--- src/crg_pkg.sv ---
// Purpose: shared constants of the clock, reset and ready generator
// Assumes: classic Wishbone register port, 32-bit data, byte addresses
// Notes: offsets are byte addresses of aligned words
package crg_pkg;
  // ----------------------------------------------------------------
  // register map
  // ----------------------------------------------------------------
  localparam int ADR_W = 4;
  localparam logic [ADR_W-1:0] CTRL_OFS = 4'h0;
  localparam logic [ADR_W-1:0] STATUS_OFS = 4'h4;

  // ----------------------------------------------------------------
  // control fields
  // ----------------------------------------------------------------
  localparam int CTRL_HOLD_BIT = 0;
  localparam int CTRL_FORCE_RST_BIT = 1;
  localparam int CTRL_W = 2;
  localparam logic [CTRL_W-1:0] CTRL_RESET = 2'h0;

  // ----------------------------------------------------------------
  // status fields
  // ----------------------------------------------------------------
  localparam int ST_PROC_BIT = 0;
  localparam int ST_PERIPH_BIT = 1;
  localparam int ST_RESET_BIT = 2;
  localparam int ST_READY_BIT = 3;
  localparam int ST_EXT_BIT = 4;
  localparam int ST_QUAL_BIT = 5;
  localparam int ST_W = 6;

  // ----------------------------------------------------------------
  // divider and pin synchroniser
  // ----------------------------------------------------------------
  localparam int DIV_W = 2;
  localparam logic [DIV_W-1:0] DIV_RESET = 2'h0;
  localparam int PIN_STAGES = 3;
  localparam int PIN_COUNT = 8;
  // pins at rest: both enables, reset input and ready select high
  localparam logic [PIN_COUNT-1:0] PIN_IDLE = 8'hE4;
endpackage

--- src/crg_clock_reset_ready.sv ---
// Purpose: processor and peripheral clock divider, reset and ready sync
// Assumes: mclk/2 stands in for the crystal; all pins asynchronous
// Notes: generated clocks are data outputs sampled on mclk edges
`timescale 1ns/1ps
`default_nettype none
module crg_clock_reset_ready (
  input wire logic mclk,
  input wire logic srst,
  input wire logic source_select,
  input wire logic ext_freq_in,
  input wire logic clock_sync_in,
  input wire logic reset_in_n,
  input wire logic bus_ready_a_in,
  input wire logic bus_ready_b_in,
  input wire logic ready_enable_a_n,
  input wire logic ready_enable_b_n,
  input wire logic ready_sync_select,
  output logic oscillator_out,
  output logic proc_clock_out,
  output logic periph_clock_out,
  output logic reset_out,
  output logic ready_out,
  input wire logic wb_cyc_i,
  input wire logic wb_stb_i,
  input wire logic wb_we_i,
  input wire logic [crg_pkg::ADR_W-1:0] wb_adr_i,
  input wire logic [3:0] wb_sel_i,
  input wire logic [31:0] wb_dat_i,
  output logic [31:0] wb_dat_o,
  output logic wb_ack_o
);
  // ----------------------------------------------------------------
  // pin synchronisers
  // ----------------------------------------------------------------
  logic [crg_pkg::PIN_COUNT-1:0] pins_s;
  wire logic [crg_pkg::PIN_COUNT-1:0] pins_raw = {
    ready_sync_select, ready_enable_b_n, ready_enable_a_n, bus_ready_b_in,
    bus_ready_a_in, reset_in_n, clock_sync_in, ext_freq_in};

  // enables idle high, reset input idle high, ready select idle high
  crg_pin_sync #(
    .WIDTH(crg_pkg::PIN_COUNT),
    .INIT(crg_pkg::PIN_IDLE)
  ) u_pins (
    .mclk(mclk),
    .srst(srst),
    .pin(pins_raw),
    .q(pins_s)
  );

  // the source strap is a pin as well; a switch in flight must not tear
  // the choice of divider tick
  logic src_sel_s;

  crg_pin_sync #(
    .WIDTH(1),
    .INIT(1'b0)
  ) u_src_sel (
    .mclk(mclk),
    .srst(srst),
    .pin(source_select),
    .q(src_sel_s)
  );

  logic src_ext;
  wire logic ext_s = pins_s[0];
  wire logic sync_s = pins_s[1];
  wire logic reset_in_n_n_s = pins_s[2];
  wire logic rdy_a_s = pins_s[3];
  wire logic rdy_b_s = pins_s[4];
  wire logic en_a_n_s = pins_s[5];
  wire logic en_b_n_s = pins_s[6];
  wire logic rdy_one_stage = pins_s[7];

  // ----------------------------------------------------------------
  // control register
  // ----------------------------------------------------------------
  logic [crg_pkg::CTRL_W-1:0] ctrl;
  wire logic div_clear = sync_s | ctrl[crg_pkg::CTRL_HOLD_BIT];

  // ----------------------------------------------------------------
  // frequency source and oscillator
  // ----------------------------------------------------------------
  logic ext_d;
  wire logic ext_rise = ext_s & ~ext_d;
  // crystal rate is mclk/2: one source edge per oscillator rise
  wire logic osc_rise = ~oscillator_out;
  wire logic src_tick = src_ext ? ext_rise : osc_rise;

  always_ff @(posedge mclk) begin
    if (srst) begin
      src_ext <= 1'b0;
      ext_d <= 1'b0;
      oscillator_out <= 1'b0;
    end else begin
      src_ext <= src_sel_s;
      ext_d <= ext_s;
      oscillator_out <= src_ext | ~oscillator_out;
    end
  end

  // ----------------------------------------------------------------
  // divider
  // ----------------------------------------------------------------
  logic [crg_pkg::DIV_W-1:0] div_cnt;
  wire logic proc_rise = src_tick & ~div_cnt[0] & ~div_clear;
  wire logic proc_fall = src_tick & div_cnt[0] & ~div_clear;
  wire logic [crg_pkg::DIV_W-1:0] next_div_cnt =
    div_clear ? crg_pkg::DIV_RESET :
    src_tick ? div_cnt + 2'h1 : div_cnt;

  // bit 1 carries only when bit 0 falls, so both stay in phase
  always_ff @(posedge mclk) begin
    if (srst) begin
      div_cnt <= crg_pkg::DIV_RESET;
      proc_clock_out <= 1'b0;
      periph_clock_out <= 1'b0;
    end else begin
      div_cnt <= next_div_cnt;
      proc_clock_out <= next_div_cnt[0];
      periph_clock_out <= next_div_cnt[1];
    end
  end

  // the two clock outputs are bits 0 and 1 of the divider, nothing more
  generate
    if (crg_pkg::DIV_W != 2 || crg_pkg::PIN_COUNT != 8) begin : g_bad_sizes
      $error("divider must be two bits and the pin group eight wide");
    end
  endgenerate

  // ----------------------------------------------------------------
  // reset output
  // ----------------------------------------------------------------
  wire logic next_reset = ~reset_in_n_n_s | ctrl[crg_pkg::CTRL_FORCE_RST_BIT];

  always_ff @(posedge mclk) begin
    if (srst) begin
      reset_out <= 1'b1;
    end else if (proc_fall) begin
      reset_out <= next_reset;
    end
  end

  // ----------------------------------------------------------------
  // ready synchronisation
  // ----------------------------------------------------------------
  logic ready_stage1;
  wire logic ready_qual = (rdy_a_s & ~en_a_n_s) | (rdy_b_s & ~en_b_n_s);
  wire logic ready_src = rdy_one_stage ? ready_qual : ready_stage1;

  // first stage on the rising edge, output on the falling edge; the
  // output moving only on a fall keeps the processor's hold window
  always_ff @(posedge mclk) begin
    if (srst) begin
      ready_stage1 <= 1'b0;
      ready_out <= 1'b0;
    end else begin
      if (proc_rise) begin
        ready_stage1 <= ready_qual;
      end
      if (proc_fall) begin
        ready_out <= ready_src;
      end
    end
  end

  // ----------------------------------------------------------------
  // wishbone slave
  // ----------------------------------------------------------------
  wire logic wb_req = wb_cyc_i & wb_stb_i & ~wb_ack_o;
  wire logic hit_ctrl = wb_adr_i == crg_pkg::CTRL_OFS;
  wire logic hit_status = wb_adr_i == crg_pkg::STATUS_OFS;
  wire logic [crg_pkg::ST_W-1:0] status = {
    ready_qual, src_ext, ready_out, reset_out, periph_clock_out, proc_clock_out};
  wire logic [31:0] rd_data =
    hit_ctrl ? {{(32-crg_pkg::CTRL_W){1'b0}}, ctrl} :
    hit_status ? {{(32-crg_pkg::ST_W){1'b0}}, status} : 32'h0000_0000;

  always_ff @(posedge mclk) begin
    if (srst) begin
      ctrl <= crg_pkg::CTRL_RESET;
      wb_ack_o <= 1'b0;
      wb_dat_o <= 32'h0000_0000;
    end else begin
      wb_ack_o <= wb_req;
      if (wb_req) begin
        wb_dat_o <= wb_we_i ? 32'h0000_0000 : rd_data;
      end
      if (wb_req && wb_we_i && hit_ctrl && wb_sel_i[0]) begin
        ctrl <= wb_dat_i[crg_pkg::CTRL_W-1:0];
      end
    end
  end
endmodule
`default_nettype wire

--- src/crg_pin_sync.sv ---
// Purpose: three-stage synchroniser for a group of asynchronous pins
// Assumes: one clock, synchronous active-high reset
// Notes: output moves only when the second and third stages agree
`timescale 1ns/1ps
`default_nettype none
module crg_pin_sync #(
  parameter int WIDTH = crg_pkg::PIN_COUNT,
  parameter logic [WIDTH-1:0] INIT = '0
) (
  input wire logic mclk,
  input wire logic srst,
  input wire logic [WIDTH-1:0] pin,
  output logic [WIDTH-1:0] q
);
  logic [WIDTH-1:0] s1;
  logic [WIDTH-1:0] s2;
  logic [WIDTH-1:0] s3;
  wire logic [WIDTH-1:0] agree = ~(s2 ^ s3);

  generate
    if (WIDTH < 1) begin : g_bad_width
      $error("crg_pin_sync needs at least one pin");
    end
  endgenerate

  // s1 feeds s2 only; metastability never reaches other logic
  always_ff @(posedge mclk) begin
    if (srst) begin
      s1 <= INIT;
      s2 <= INIT;
      s3 <= INIT;
      q <= INIT;
    end else begin
      s1 <= pin;
      s2 <= s1;
      s3 <= s2;
      q <= (agree & s3) | (~agree & q);
    end
  end
endmodule
`default_nettype wire

--- config.mk ---
export PLATFORM = sky130hd
export DESIGN_NAME = crg_clock_reset_ready
export DESIGN_NICKNAME = d
export VERILOG_FILES = /design/src/crg_pkg.sv /design/src/crg_clock_reset_ready.sv /design/src/crg_pin_sync.sv
export SDC_FILE = /design/constraint.sdc
export NUM_CORES = 1
export LEC_CHECK = 0
export BUFFER_PORTS_ARGS = -buffer_cell sky130_fd_sc_hd__buf_2
export CAP_MARGIN = 5
export CORE_UTILIZATION = 30
export CTS_CLUSTER_SIZE = 12
export DETAILED_ROUTE_END_ITERATION = 7
export PLACE_DENSITY = 0.62
export SETUP_SLACK_MARGIN = 0.4
export SLEW_MARGIN = 10
export SYNTH_ARGS = -nofsm -noshare
export SYNTH_HDL_FRONTEND = slang
export SYNTH_SLANG_ARGS = --single-unit
--- constraint.sdc ---
create_clock -name mclk -period 1.6 [get_ports mclk]
set_clock_uncertainty 0.1 [all_clocks]
set_input_delay 0.08 -clock mclk [delete_from_list [all_inputs] [get_ports mclk]]
set_output_delay 0.08 -clock mclk [all_outputs]
set_load 0.03 [all_outputs]
=== Word-level counts from Yosys, hierarchy flattened ===
Cells that the tools add are included.

* Flip-flop bits (word level): 81
* Output and inout port bits: 38
* Word-level logic and storage cells: 65

* Add/subtract/negate cells: 1
* Bitwise operators: 32
* Mux-type cells: 7
* Reduce and logical (&&, ||, !) cells: 4
* Equal/unequal tests: 1

{| class="wikitable"
|+ Operator list
! cell !! count
|-
| two-way mux 6 bit || 3
|-
| bitwise AND 8 bit || 2
|-
| inverter 8 bit || 2
|-
| bitwise AND 1 bit || 11
|-
| inverter 1 bit || 9
|-
| bitwise OR 8 bit || 1
|-
| bitwise XOR 8 bit || 1
|-
| bitwise OR 1 bit || 5
|-
| == test 4 x 3 -> 1 bit, second input constant || 1
|-
| logical NOT 4 bit || 1
|-
| two-way mux 2 bit || 2
|-
| logical AND 1 bit || 3
|-
| adder 2 x 1 -> 2 bit, second input constant || 1
|-
| two-way mux 1 bit || 2
|-
| bitwise XOR 1 bit || 1
|}

=== Logic depth before layout (Yosys ltp) ===
Gate-level depths: netlist (run 1).

* Depth in word-level cells: 6
* Depth in mapped cells: 5
* Mapped depth without buffers: 3

=== Cells and area by module ===
A second synthesis (run 1) with hierarchy kept.

* Cell total of the unflattened synthesis: 205
* Area, all modules: 2021.9 sq um

{| class="wikitable"
|+ Modules (own cells, without submodules)
! module !! area each (sq um) !! cells each !! sequential area each (sq um) !! instances
|-
| crg_clock_reset_ready || 968.4 || 112 || 340.3 || 1
|-
| crg_pin_sync (u_pins) || 940.9 || 83 || 640.6 || 1
|-
| crg_pin_sync (u_src_sel) || 112.6 || 10 || 80.1 || 1
|}

=== Worst setup path before layout (run 1) ===
OpenSTA, ideal clock, no wires.

* Path type: flip-flop to flip-flop
* From: reg wb_ack_o
* To: reg wb_dat_o[1]
* Data required time: 1.421 ns
* Arrival: 1.155 ns
* Stages on the path, launching flop included: 5
* Buffers on the path: 1
* Path slack: 0.266 ns
* Library setup time: 0.079 ns
* Cells stage by stage: dfxtp_1 > and3b_1 > clkbuf_1 > nand4_1 > o211ai_1

* Word-level cells in the longest chain between the ends: 2

{| class="wikitable"
|+ Ends and longest elaborated chain
! element !! RTL line !! RTL
|-
| start, declared || crg_clock_reset_ready.sv:30 || <nowiki>output logic wb_ack_o</nowiki>
|-
| start signal, assigned || crg_clock_reset_ready.sv:186 || <nowiki>wb_ack_o <= wb_req;</nowiki>
|-
| inverter 1 bit || crg_clock_reset_ready.sv:171 || <nowiki>wire logic wb_req = wb_cyc_i & wb_stb_i & ~wb_ack_o;</nowiki>
|-
| bitwise AND 1 bit || crg_clock_reset_ready.sv:171 ||
|-
| end signal, assigned || crg_clock_reset_ready.sv:188 || <nowiki>wb_dat_o <= wb_we_i ? 32'h0000_0000 : rd_data;</nowiki>
|-
| end, declared || crg_clock_reset_ready.sv:29 || <nowiki>output logic [31:0] wb_dat_o,</nowiki>
|}

Every way passes these cells.
A chain may end at the register's enable or synchronous reset.

=== Worst setup path in the final report (run 1) ===
* From: reg wb_ack_o
* To: reg ctrl[0] (netlist bit)

* Word-level cells in the longest chain between the ends: 5

{| class="wikitable"
|+ Ends and longest elaborated chain
! element !! RTL line !! RTL
|-
| inverter 1 bit || crg_clock_reset_ready.sv:171 ||
|-
| bitwise AND 1 bit || crg_clock_reset_ready.sv:171 ||
|-
| logical AND 1 bit (3 in a row) || crg_clock_reset_ready.sv:190 || <nowiki>if (wb_req && wb_we_i && hit_ctrl && wb_sel_i[0]) begin</nowiki>
|-
| end signal, assigned || crg_clock_reset_ready.sv:182 || <nowiki>ctrl <= crg_pkg::CTRL_RESET;</nowiki>
|-
| end signal, assigned || crg_clock_reset_ready.sv:191 || <nowiki>ctrl <= wb_dat_i[crg_pkg::CTRL_W-1:0];</nowiki>
|-
| end, declared || crg_clock_reset_ready.sv:78 || <nowiki>logic [crg_pkg::CTRL_W-1:0] ctrl;</nowiki>
|}

Every way passes these cells.

==> results of run 1 <==
critical path: cells and delay by family (launching register included):
family | cells | cell delay (ps)
flip-flops | 1 | 330
AO/OA/AOI/OAI | 2 | 370
AND/OR/NAND/NOR | 1 | 260
cells in the final DEF, fill, tap and decap left out, drive strengths merged, types with 2 or more instances in the layout:
cell	netlist	routed
nor2b	20	20
mux2i	3	3
nor2	10	10
clkbuf	5	6
nand3	2	2
o211ai	3	3
or2	13	13
nand2	12	12
o311ai	2	2
buf	28	41
dfxtp	53	53
nor3b	2	2
conb	1	26
and3b	2	2
o31ai	3	3
nand4	8	8
inv	5	6
o21ai	10	10
o211a	2	2
a21oi	15	15
dlygate4sd3	0	13
nor3	2	2
cells in the mapped netlist:
cell type / n
a21boi_0: 1
a21oi_1: 15
and2_1: 1
and3b_1: 2
buf_1: 1
buf_2: 1
buf_4: 26
clkbuf_1: 5
conb_1: 1
dfxtp_1: 53
inv_1: 5
mux2i_1: 3
nand2_1: 12
nand3_1: 2
nand3b_1: 1
nand4_1: 8
nand4b_1: 1
nor2_1: 10
nor2b_1: 20
nor3_1: 2
nor3b_1: 2
nor4_1: 1
nor4b_2: 1
o2111ai_1: 1
o211a_1: 2
o211ai_1: 3
o21ai_0: 10
o311ai_0: 2
o31ai_1: 3
or2_2: 13
or4_1: 1
per-stage QoR:
step | setup slack [ps] | hold WS [ps] | cell area [um2]
global placement | 259 | 163 | 2170
global route | 372 | 73.6 | 2440
detailed placement | 219 | 164 | 2170
finish | 424 | 58.8 | 2440
floorplan | 407 | 83.8 | 2100
CTS | 403 | 47.4 | 2440
worst max-delay path by stage:
| stage | from | to | slack, ps | cells after the start |
|---|---|---|---|---|
| 2_1_floorplan | wb_ack_o | ctrl[0] | 410 | 3 |
| 3_3_place_gp | wb_adr_i[1] | ctrl[1] | 260 | 4 |
| 3_5_place_dp | wb_adr_i[1] | ctrl[0] | 220 | 4 |
| 4_1_cts | flip-flop | ready_out | 400 | 3 |
| 5_1_grt | wb_ack_o | wb_dat_o[0] | 370 | 3 |
| 6_report | wb_ack_o | ctrl[0] | 420 | 3 |
cell type report:
class                           count  area, um2  share of cell area
Clock buffer                        6       82.6              0.0338
Clock inverter                      2       17.5             0.00717
Inverter                            5       18.8             0.00768
Multi-Input combinational cell    143        800               0.327
Sequential cell                    53       1070               0.438
Tap cell                           77       96.3              0.0394
Timing Repair Buffer               54        358               0.147
repair_timing:
item,CTS,global route
setup buffers,4,0
endpoints found under the hold margin,15,0
resized for setup,5,3
hold buffers,13,0
setup endpoints to repair,8,9
pin swaps,1,1
per-layer routing:
| layer | vias up | GRT usage |
|---|---|---|
| met1 | 648 | 0.128 |
| li1 | 759 | - |
| met3 | 2 | 0.0297 |
| met5 | - | 0 |
| met2 | 54 | 0.175 |
| met4 | 0 | 0.0324 |
cell families (layout without fill, tap and decap cells):
group,Yosys count,after routing
simple gates,77,77
flops,53,53
buf+inv,38,67
compound gates,37,37
mux,3,3
other cells,1,26
power groups by stage:
stage,registers [uW],logic [uW],clock network [uW]
finish,1380,267,789
global route,1380,289,879
detailed placement,1410,238,0
CTS,1380,266,824
global placement,1410,236,0
floorplan,1430,208,0
==> impl_metrics.toml, run 1 <==
[logic_synthesis]
syn_area_per_cell_um2 = 9.58
syn_area_um2 = 2000
syn_inst = 209
netlist_top_cells_area = "dfxtp_1 53%, buf_4 9.7%, nor2b_1 6.2%"
yosysWarningCount = 0
synth_adder_area_share = 0
ys_types = 31
ys_ff_latch = 53
synth_top_family_by_area = "simple AND/OR/NAND/NOR gates"
synth_seq_area_share = 0.530
synthXorXnorAreaFrac = 0
synthMuxAreaShare = 0.0150
synth_compound_area_frac = 0.112
synth_top_area_frac = 0.530
synth_simple_gate_area_frac = 0.221
synth_top_area_cell = "dfxtp_1"

[min_path]
hold_end = "wb_dat_o[1]"
hold_class = "in -> reg"
hold_depth = 4
hp-start = "wb_we_i"

[routing]
drcViolationCount = 0
top_layer_used = "met4"
postRouteAntennaNets = 0
wl_met3_um = 217
drt_iter0_markers = 47
drt-total-wl_mm = 3.51
vias = 1463
dr.pass1.iters = 4
wl_met2_mm = 1.58
routed_via_density = 4.30
m1WireLength_mm = 1.69
post_drt_wl_per_cell_um = 10.3

[power]
p_switching_uw = 626
pwr-share-comb = 0.110
pwr-share-clk = 0.324
irDropWorstVdd_uv = 508
p_seq_frac = 0.566
p_leak_uw = 0.00101
powerDensity_nw_per_um2 = 996
intPower_uw = 1810
swShare = 0.257
fin_total_pwr_uw = 2430

[clock_network]
cts_tree = "yes"
clk_pin_slew_ps = 90
numCtsBuffers = 5
cts.sinks = 53
htree_levels = 2
cts-root-buf = "clkbuf_8"
clk_path_buf_depth = 2
clk_latency_ps = 300

[worst_setup_path]
path_cells = "nand3b_1 > o31ai_1 > a21oi_1"
worstSetupEndpointType = "flip-flop"
critPathSlowestCell = "dfxtp_2"
crit_fanout = 5
r2r_slack_ps = 420
r2r_cells = 3
rr_startpoint = "wb_ack_o"
r2r-end = "ctrl[0]"
critPathMaxStageDelay_ps = 330
cp-start-kind = "flip-flop"
worstSetupPathType = "reg -> reg"
cp.arrival_ps = 1260
worstPathRequired_ps = 1680

[global_route]
grt_antenna_before_repair = 0
grt.total_usage = 0.104
gr-total-overflow = 0
grt_pass1_vias = 1341
grt_pass1_wl_mm = 5.86
grt_max_degree = 22

[sta]
hold_viol_final = 0
grt_setup_unrepaired = "true"
slew_viol_final = 0
setup_tns_ps = 0
fmax_ghz = 0.850
layout_min_cycle_time_ps = 1180
setup_viol = 0
fin_crit_sh = 0.735

[floorplanning]
start_util = 0.314
die_h_um = 83.7
core_um2 = 6390
fp.dieW_um = 83.7
die_area_um2 = 7010
io_pins = 92
row_count = 29

[place]
dp.cells = 315
hpwlAfterDp_mm = 2.39
gp_congestion = 0.844
portBuffers = 32

[layout]
nets = 316
fill_cells = 653
n_antenna_cell = 0
area_delta_synth_final_pct = 21.9
final_layout_size_suffix_gt1_frac = 0.270
final_util = 0.382
stdcell_count = 340

[outcome]
status = "complete, no violations"

[run]
max_cap_violations = 0
(Power assumes the default switching activity.)
==> run 2, diff against run 1 <==
clock period = 1.1 ns   (was 1.6 ns; I/O delays follow)
==> impl_metrics.toml, run 2 (same netlist as run 1, synthesis figures left out) <==
[outcome]
status = "finished, violations left"
violations = "negative hold slack, negative setup slack"

[place]
hpwlAfterDp_mm = 2.39
dp_slack_ps = -179
gp_congestion = 0.732
portBuffers = 32

[layout]
final_common_cell = "dfxtp_2"
nets = 326
fill_cells = 609
final_layout_size_suffix_gt1_frac = 0.491
final_util = 0.432
n_antenna_cell = 0
layout_common_cells = "28 x dfxtp_2, 26 x conb_1, 21 x dfxtp_1"
area_delta_synth_final_pct = 37.6

[power]
p_leak_uw = 0.00112
p_seq_frac = 0.558
p_switching_uw = 941
powerDensity_nw_per_um2 = 1310
swShare = 0.261
pwr-share-clk = 0.320
intPower_uw = 2670
irDropWorstVdd_uv = 859
pwr-share-comb = 0.122

[floorplanning]
row_count = 29
die_area_um2 = 7010
core_um2 = 6390
io_pins = 92
die_h_um = 83.7
start_util = 0.314
fp.dieW_um = 83.7

[worst_setup_path]
critPathSlowestCell = "dfxtp_4"
cp.arrival_ps = 1270
path_cells = "and3b_2 > o211a_1 > mux2i_1"
critical_path_cell_count = 3
worstSetupEndpointType = "flip-flop"
endpoint = "reset_out"
cp-startpoint = "src_ext"
r2r-end = "reset_out"
rr_startpoint = "src_ext"
cp-start-kind = "flip-flop"
worstPathRequired_ps = 1190
crit_fanout = 4
worstPathBufferInverterCount = 0
r2r_cells = 3
critPathMaxStageDelay_ps = 370
worstSetupPathType = "reg -> reg"
r2r_slack_ps = -80
crit_family = "flip-flops"

[clock_network]
clk_path_buf_depth = 2
htree_levels = 2
numCtsBuffers = 5
clk_pin_slew_ps = 90
cts.sinks = 53
cts-root-buf = "clkbuf_8"
clk_latency_ps = 300
cts_tree = "yes"
hold_buffers = 5

[routing]
routed_via_density = 4.32
drt-total-wl_mm = 3.60
post_drt_wl_per_cell_um = 10.3
drcViolationCount = 0
dr.pass1.iters = 4
postRouteAntennaNets = 0
vias = 1511
drt_iter0_markers = 52

[global_route]
gr-total-overflow = 0
grt_antenna_before_repair = 0
grt_max_degree = 23
grt.total_usage = 0.107
grt_pass1_wl_mm = 6.06
grt_pass1_vias = 1443

[sta]
setup_viol = 10
layout_setup_ws_ps = -81.9
fmax_ghz = 0.846
grt_setup_unrepaired = "true"
layout_min_cycle_time_ps = 1180
slew_viol_final = 0
setup_tns_ps = -459
hold_viol_final = 9
fin_hold_ws_ps = -168
fin_crit_sh = 1.07

[min_path]
hold_class = "in -> reg"
hold_depth = 2

[run]
max_cap_violations = 0
run 2: power groups by stage:
stage | Clock (uW) | Sequential [uW] | Combinational (uW)
floorplan | 0 | 2080 | 330
detailed placement | 0 | 2050 | 395
global placement | 0 | 2050 | 392
finish | 1160 | 2020 | 442
CTS | 1190 | 2010 | 433
global route | 1300 | 2020 | 475
run 2: final cells by class:
| cell class | instances | area, um2 | area share |
|---|---|---|---|
| flip-flops and latches | 53 | 1110 | 0.403 |
| repair buffers | 64 | 523 | 0.190 |
| clock buffers | 6 | 82.6 | 0.0300 |
| multi-input cells | 143 | 910 | 0.330 |
| clock inverters | 2 | 15.0 | 0.00545 |
| well taps | 77 | 96.3 | 0.0350 |
| inverters | 5 | 18.8 | 0.00681 |
run 2: worst min-delay path by stage:
stage | startpoint | slack (ps) | to
after detailed placement | reset_in_n | 150 | u_pins.s1[2]
after CTS | reset_in_n | -180 | u_pins.s1[2]
after floorplan | reset_in_n | 60 | u_pins.s1[2]
after global routing | reset_in_n | -180 | u_pins.s1[2]
after global placement | reset_in_n | 150 | u_pins.s1[2]
final | reset_in_n | -170 | u_pins.s1[2]
run 2: worst register-to-register path: cells and delay by family (launching register included):
kind            cells  cell delay (ps)
mux                 1              120
flops               1              370
compound gates      1              250
simple gates        1              230
run 2: per-layer routing:
layer | GRT usage | wire [um]
met1 | 0.124 | 1630
met3 | 0.0445 | 223
met4 | 0.0324 | 29
met2 | 0.182 | 1720
met5 | 0 | 0
run 2: what timing repair did:
item	in CTS	in global routing
pin swaps	17	6
endpoints found under the hold margin	17	9
buffers inserted	3	4
gates resized for setup	57	22
setup endpoints to repair	45	47
run 2: through the flow:
stage	power [uW]	cell area, um2	instances
floorplan	2400	2190	234
global placement	2440	2340	330
detailed placement	2440	2340	330
CTS	3640	2660	346
global route	3800	2760	350
finish	3610	2760	350
==> run 3, diff against run 2 <==
GPL_TIMING_DRIVEN = 0   (was default)
SYNTH_HIERARCHICAL = 1   (was default)
==> impl_metrics.toml, run 3 <==
[place]
portBuffers = 32
hpwlAfterDp_mm = 2.49
gp_congestion = 0.782
dp.cells = 339

[sta]
fin_hold_ws_ps = -168
grt_setup_unrepaired = "true"
setup_viol = 13
layout_min_cycle_time_ps = 1280
fmax_ghz = 0.781
layout_setup_ws_ps = -180
slew_viol_final = 0
fin_crit_sh = 1.16
hold_viol_final = 13

[routing]
vias = 1496
routed_via_density = 4.18
post_drt_wl_per_cell_um = 10.1
drcViolationCount = 10
drt-total-wl_mm = 3.60
dr.pass1.iters = 6
drt_iter0_markers = 47
postRouteAntennaNets = 0

[outcome]
violations = "design-rule violations, negative hold slack, negative setup slack"
status = "finished, violations left"

[layout]
area_delta_synth_final_pct = 35.2
fill_cells = 632
nets = 335
final_layout_size_suffix_gt1_frac = 0.459
n_antenna_cell = 0
stdcell_count = 358
layout_common_cells = "37 x buf_4, 26 x conb_1, 25 x dfxtp_1"
final_common_cell = "buf_4"

[power]
p_leak_uw = 0.00117
irDropWorstVdd_uv = 637
fin_total_pwr_uw = 3550
powerDensity_nw_per_um2 = 1300

[floorplanning]
die_area_um2 = 7070
fp.dieW_um = 84.1
core_um2 = 6420
row_count = 29
io_pins = 92
start_util = 0.315
die_h_um = 84.1

[clock_network]
clk_path_buf_depth = 2
clk_latency_ps = 290
cts-root-buf = "clkbuf_8"
numCtsBuffers = 5
cts.sinks = 53
cts_tree = "yes"
htree_levels = 2
clk_pin_slew_ps = 90

[logic_synthesis]
syn_area_um2 = 2020
syn_inst = 205
ys_types = 33
synth_flop_cell = "dfxtp_1"
synth_top_area_frac = 0.525
ys_ff_latch = 53
syn_area_per_cell_um2 = 9.86
synth_edf_count = 0
synth_top_area_cell = "dfxtp_1"
yosys-top-cells-count = "53 x dfxtp_1, 27 x buf_4, 19 x nor2b_1"
netlist_top_cells_area = "dfxtp_1 52%, buf_4 10%, nor2b_1 5.9%"
yosysWarningCount = 6
synth_seq_area_share = 0.525
synth-async-reset-ratio = 0
yosys.cell_count.top_type = "dfxtp_1"

[min_path]
hold_end = "u_pins/s1[6]"
hold_class = "in -> reg"
hold_depth = 2
hp-start = "ready_enable_b_n"

[worst_setup_path]
crit_fanout = 6
worstSetupPathType = "reg -> reg"
worstPathRequired_ps = 1230
r2r_cells = 4
worstSetupEndpointType = "flip-flop"
rr_startpoint = "wb_ack_o"
r2r_slack_ps = -180
r2r-end = "ctrl[1]"
cp.arrival_ps = 1410
cp-start-kind = "flip-flop"

[global_route]
grt_antenna_before_repair = 0
grt_pass1_wl_mm = 5.92
grt_pass1_vias = 1328
grt.total_usage = 0.104
grt_max_degree = 15
gr-total-overflow = 0

[run]
max_cap_violations = 0
-- run 3: cell count changes after synthesis, moves of 2 or more --
| cell | delta |
|---|---|
| or2_1 | +12 |
| or2_2 | -12 |
| o21ai_0 | -5 |
| nand2_1 | +4 |
| o21bai_1 | +4 |
| clkbuf_1 | -3 |
| nand4_1 | -3 |
| o31ai_1 | -3 |
| buf_6 | +2 |
| mux2i_1 | +2 |
| o211ai_1 | -2 |
| o311ai_1 | +2 |
-- run 3: worst max path at each step --
| stage | slack (ps) | end | start |
|---|---|---|---|
| final | -180 | ctrl[1] | wb_ack_o |
| after detailed placement | -170 | ctrl[1] | wb_ack_o |
| after CTS | -190 | ctrl[1] | wb_ack_o |
| after floorplan | -150 | ctrl[0] | wb_ack_o |
| after global placement | -150 | ctrl[0] | wb_ack_o |
| after global routing | -230 | wb_dat_o[0] | wb_ack_o |
-- run 3: per-stage QoR --
stage / setup TNS, ps / setup WS [ps] / hold slack [ps] / utilization / instance area [um2]
global placement: -808 / -152 / 134 / 0.374 / 2400
floorplan: -527 / -150 / 24.1 / - / 2150
CTS: -1280 / -186 / -178 / 0.419 / 2690
detailed placement: -940 / -170 / 135 / 0.374 / 2400
finish: -1160 / -180 / -168 / 0.426 / 2730
global route: -1950 / -228 / -180 / 0.426 / 2730
-- run 3: kinds of logic after synthesis --
group / after synthesis / synth area share
AOI/OAI and AO/OA: 34 / 0.106
muxes: 5 / 0.0248
and+or+nand+nor: 75 / 0.216
other: 1 / 0.00185
buffers and inverters: 37 / 0.127
DFF: 53 / 0.525
-- run 3: repair_timing --
| action | in CTS | in global routing |
|---|---|---|
| endpoints found under the setup margin | 44 | 45 |
| pin swaps | 11 | 5 |
| hold endpoints to repair | 15 | 12 |
| gates resized for setup | 53 | 8 |
| buffers inserted | 9 | 3 |
-- run 3: area by class of cell --
class / count / area (um2) / share of cell area
flip-flops and latches: 53 / 1110 / 0.405
repair buffers: 44 / 333 / 0.122
inverters: 5 / 18.8 / 0.00686
multi-input cells: 140 / 846 / 0.309
plain buffers: 32 / 248 / 0.0906
well taps: 77 / 96.3 / 0.0352
clock buffers: 7 / 86.3 / 0.0316
-- run 3: report_power, final --
group          internal, uW  leakage [uW]  total, uW  switching (uW)
Sequential             1970      0.000439       2010            37.1
Clock                   500     0.0000443       1070             568
Combinational           202      0.000688        474             272
Total                  2670       0.00117       3550             877
-- run 3: critical path: stages, from the launching register on --
cell	delay, ps
dfxtp_4	350
and3b_1	210
clkbuf_8	140
and4_4	230
mux2i_1	180
-- run 3: metal layers --
layer | vias up | GRT usage | share of wire
li1 | 785 | - | -
met1 | 652 | 0.134 | 0.48
met2 | 51 | 0.161 | 0.44
met3 | 8 | 0.0346 | 0.073
met4 | 0 | 0.0439 | 0.012
met5 | - | 0 | 0
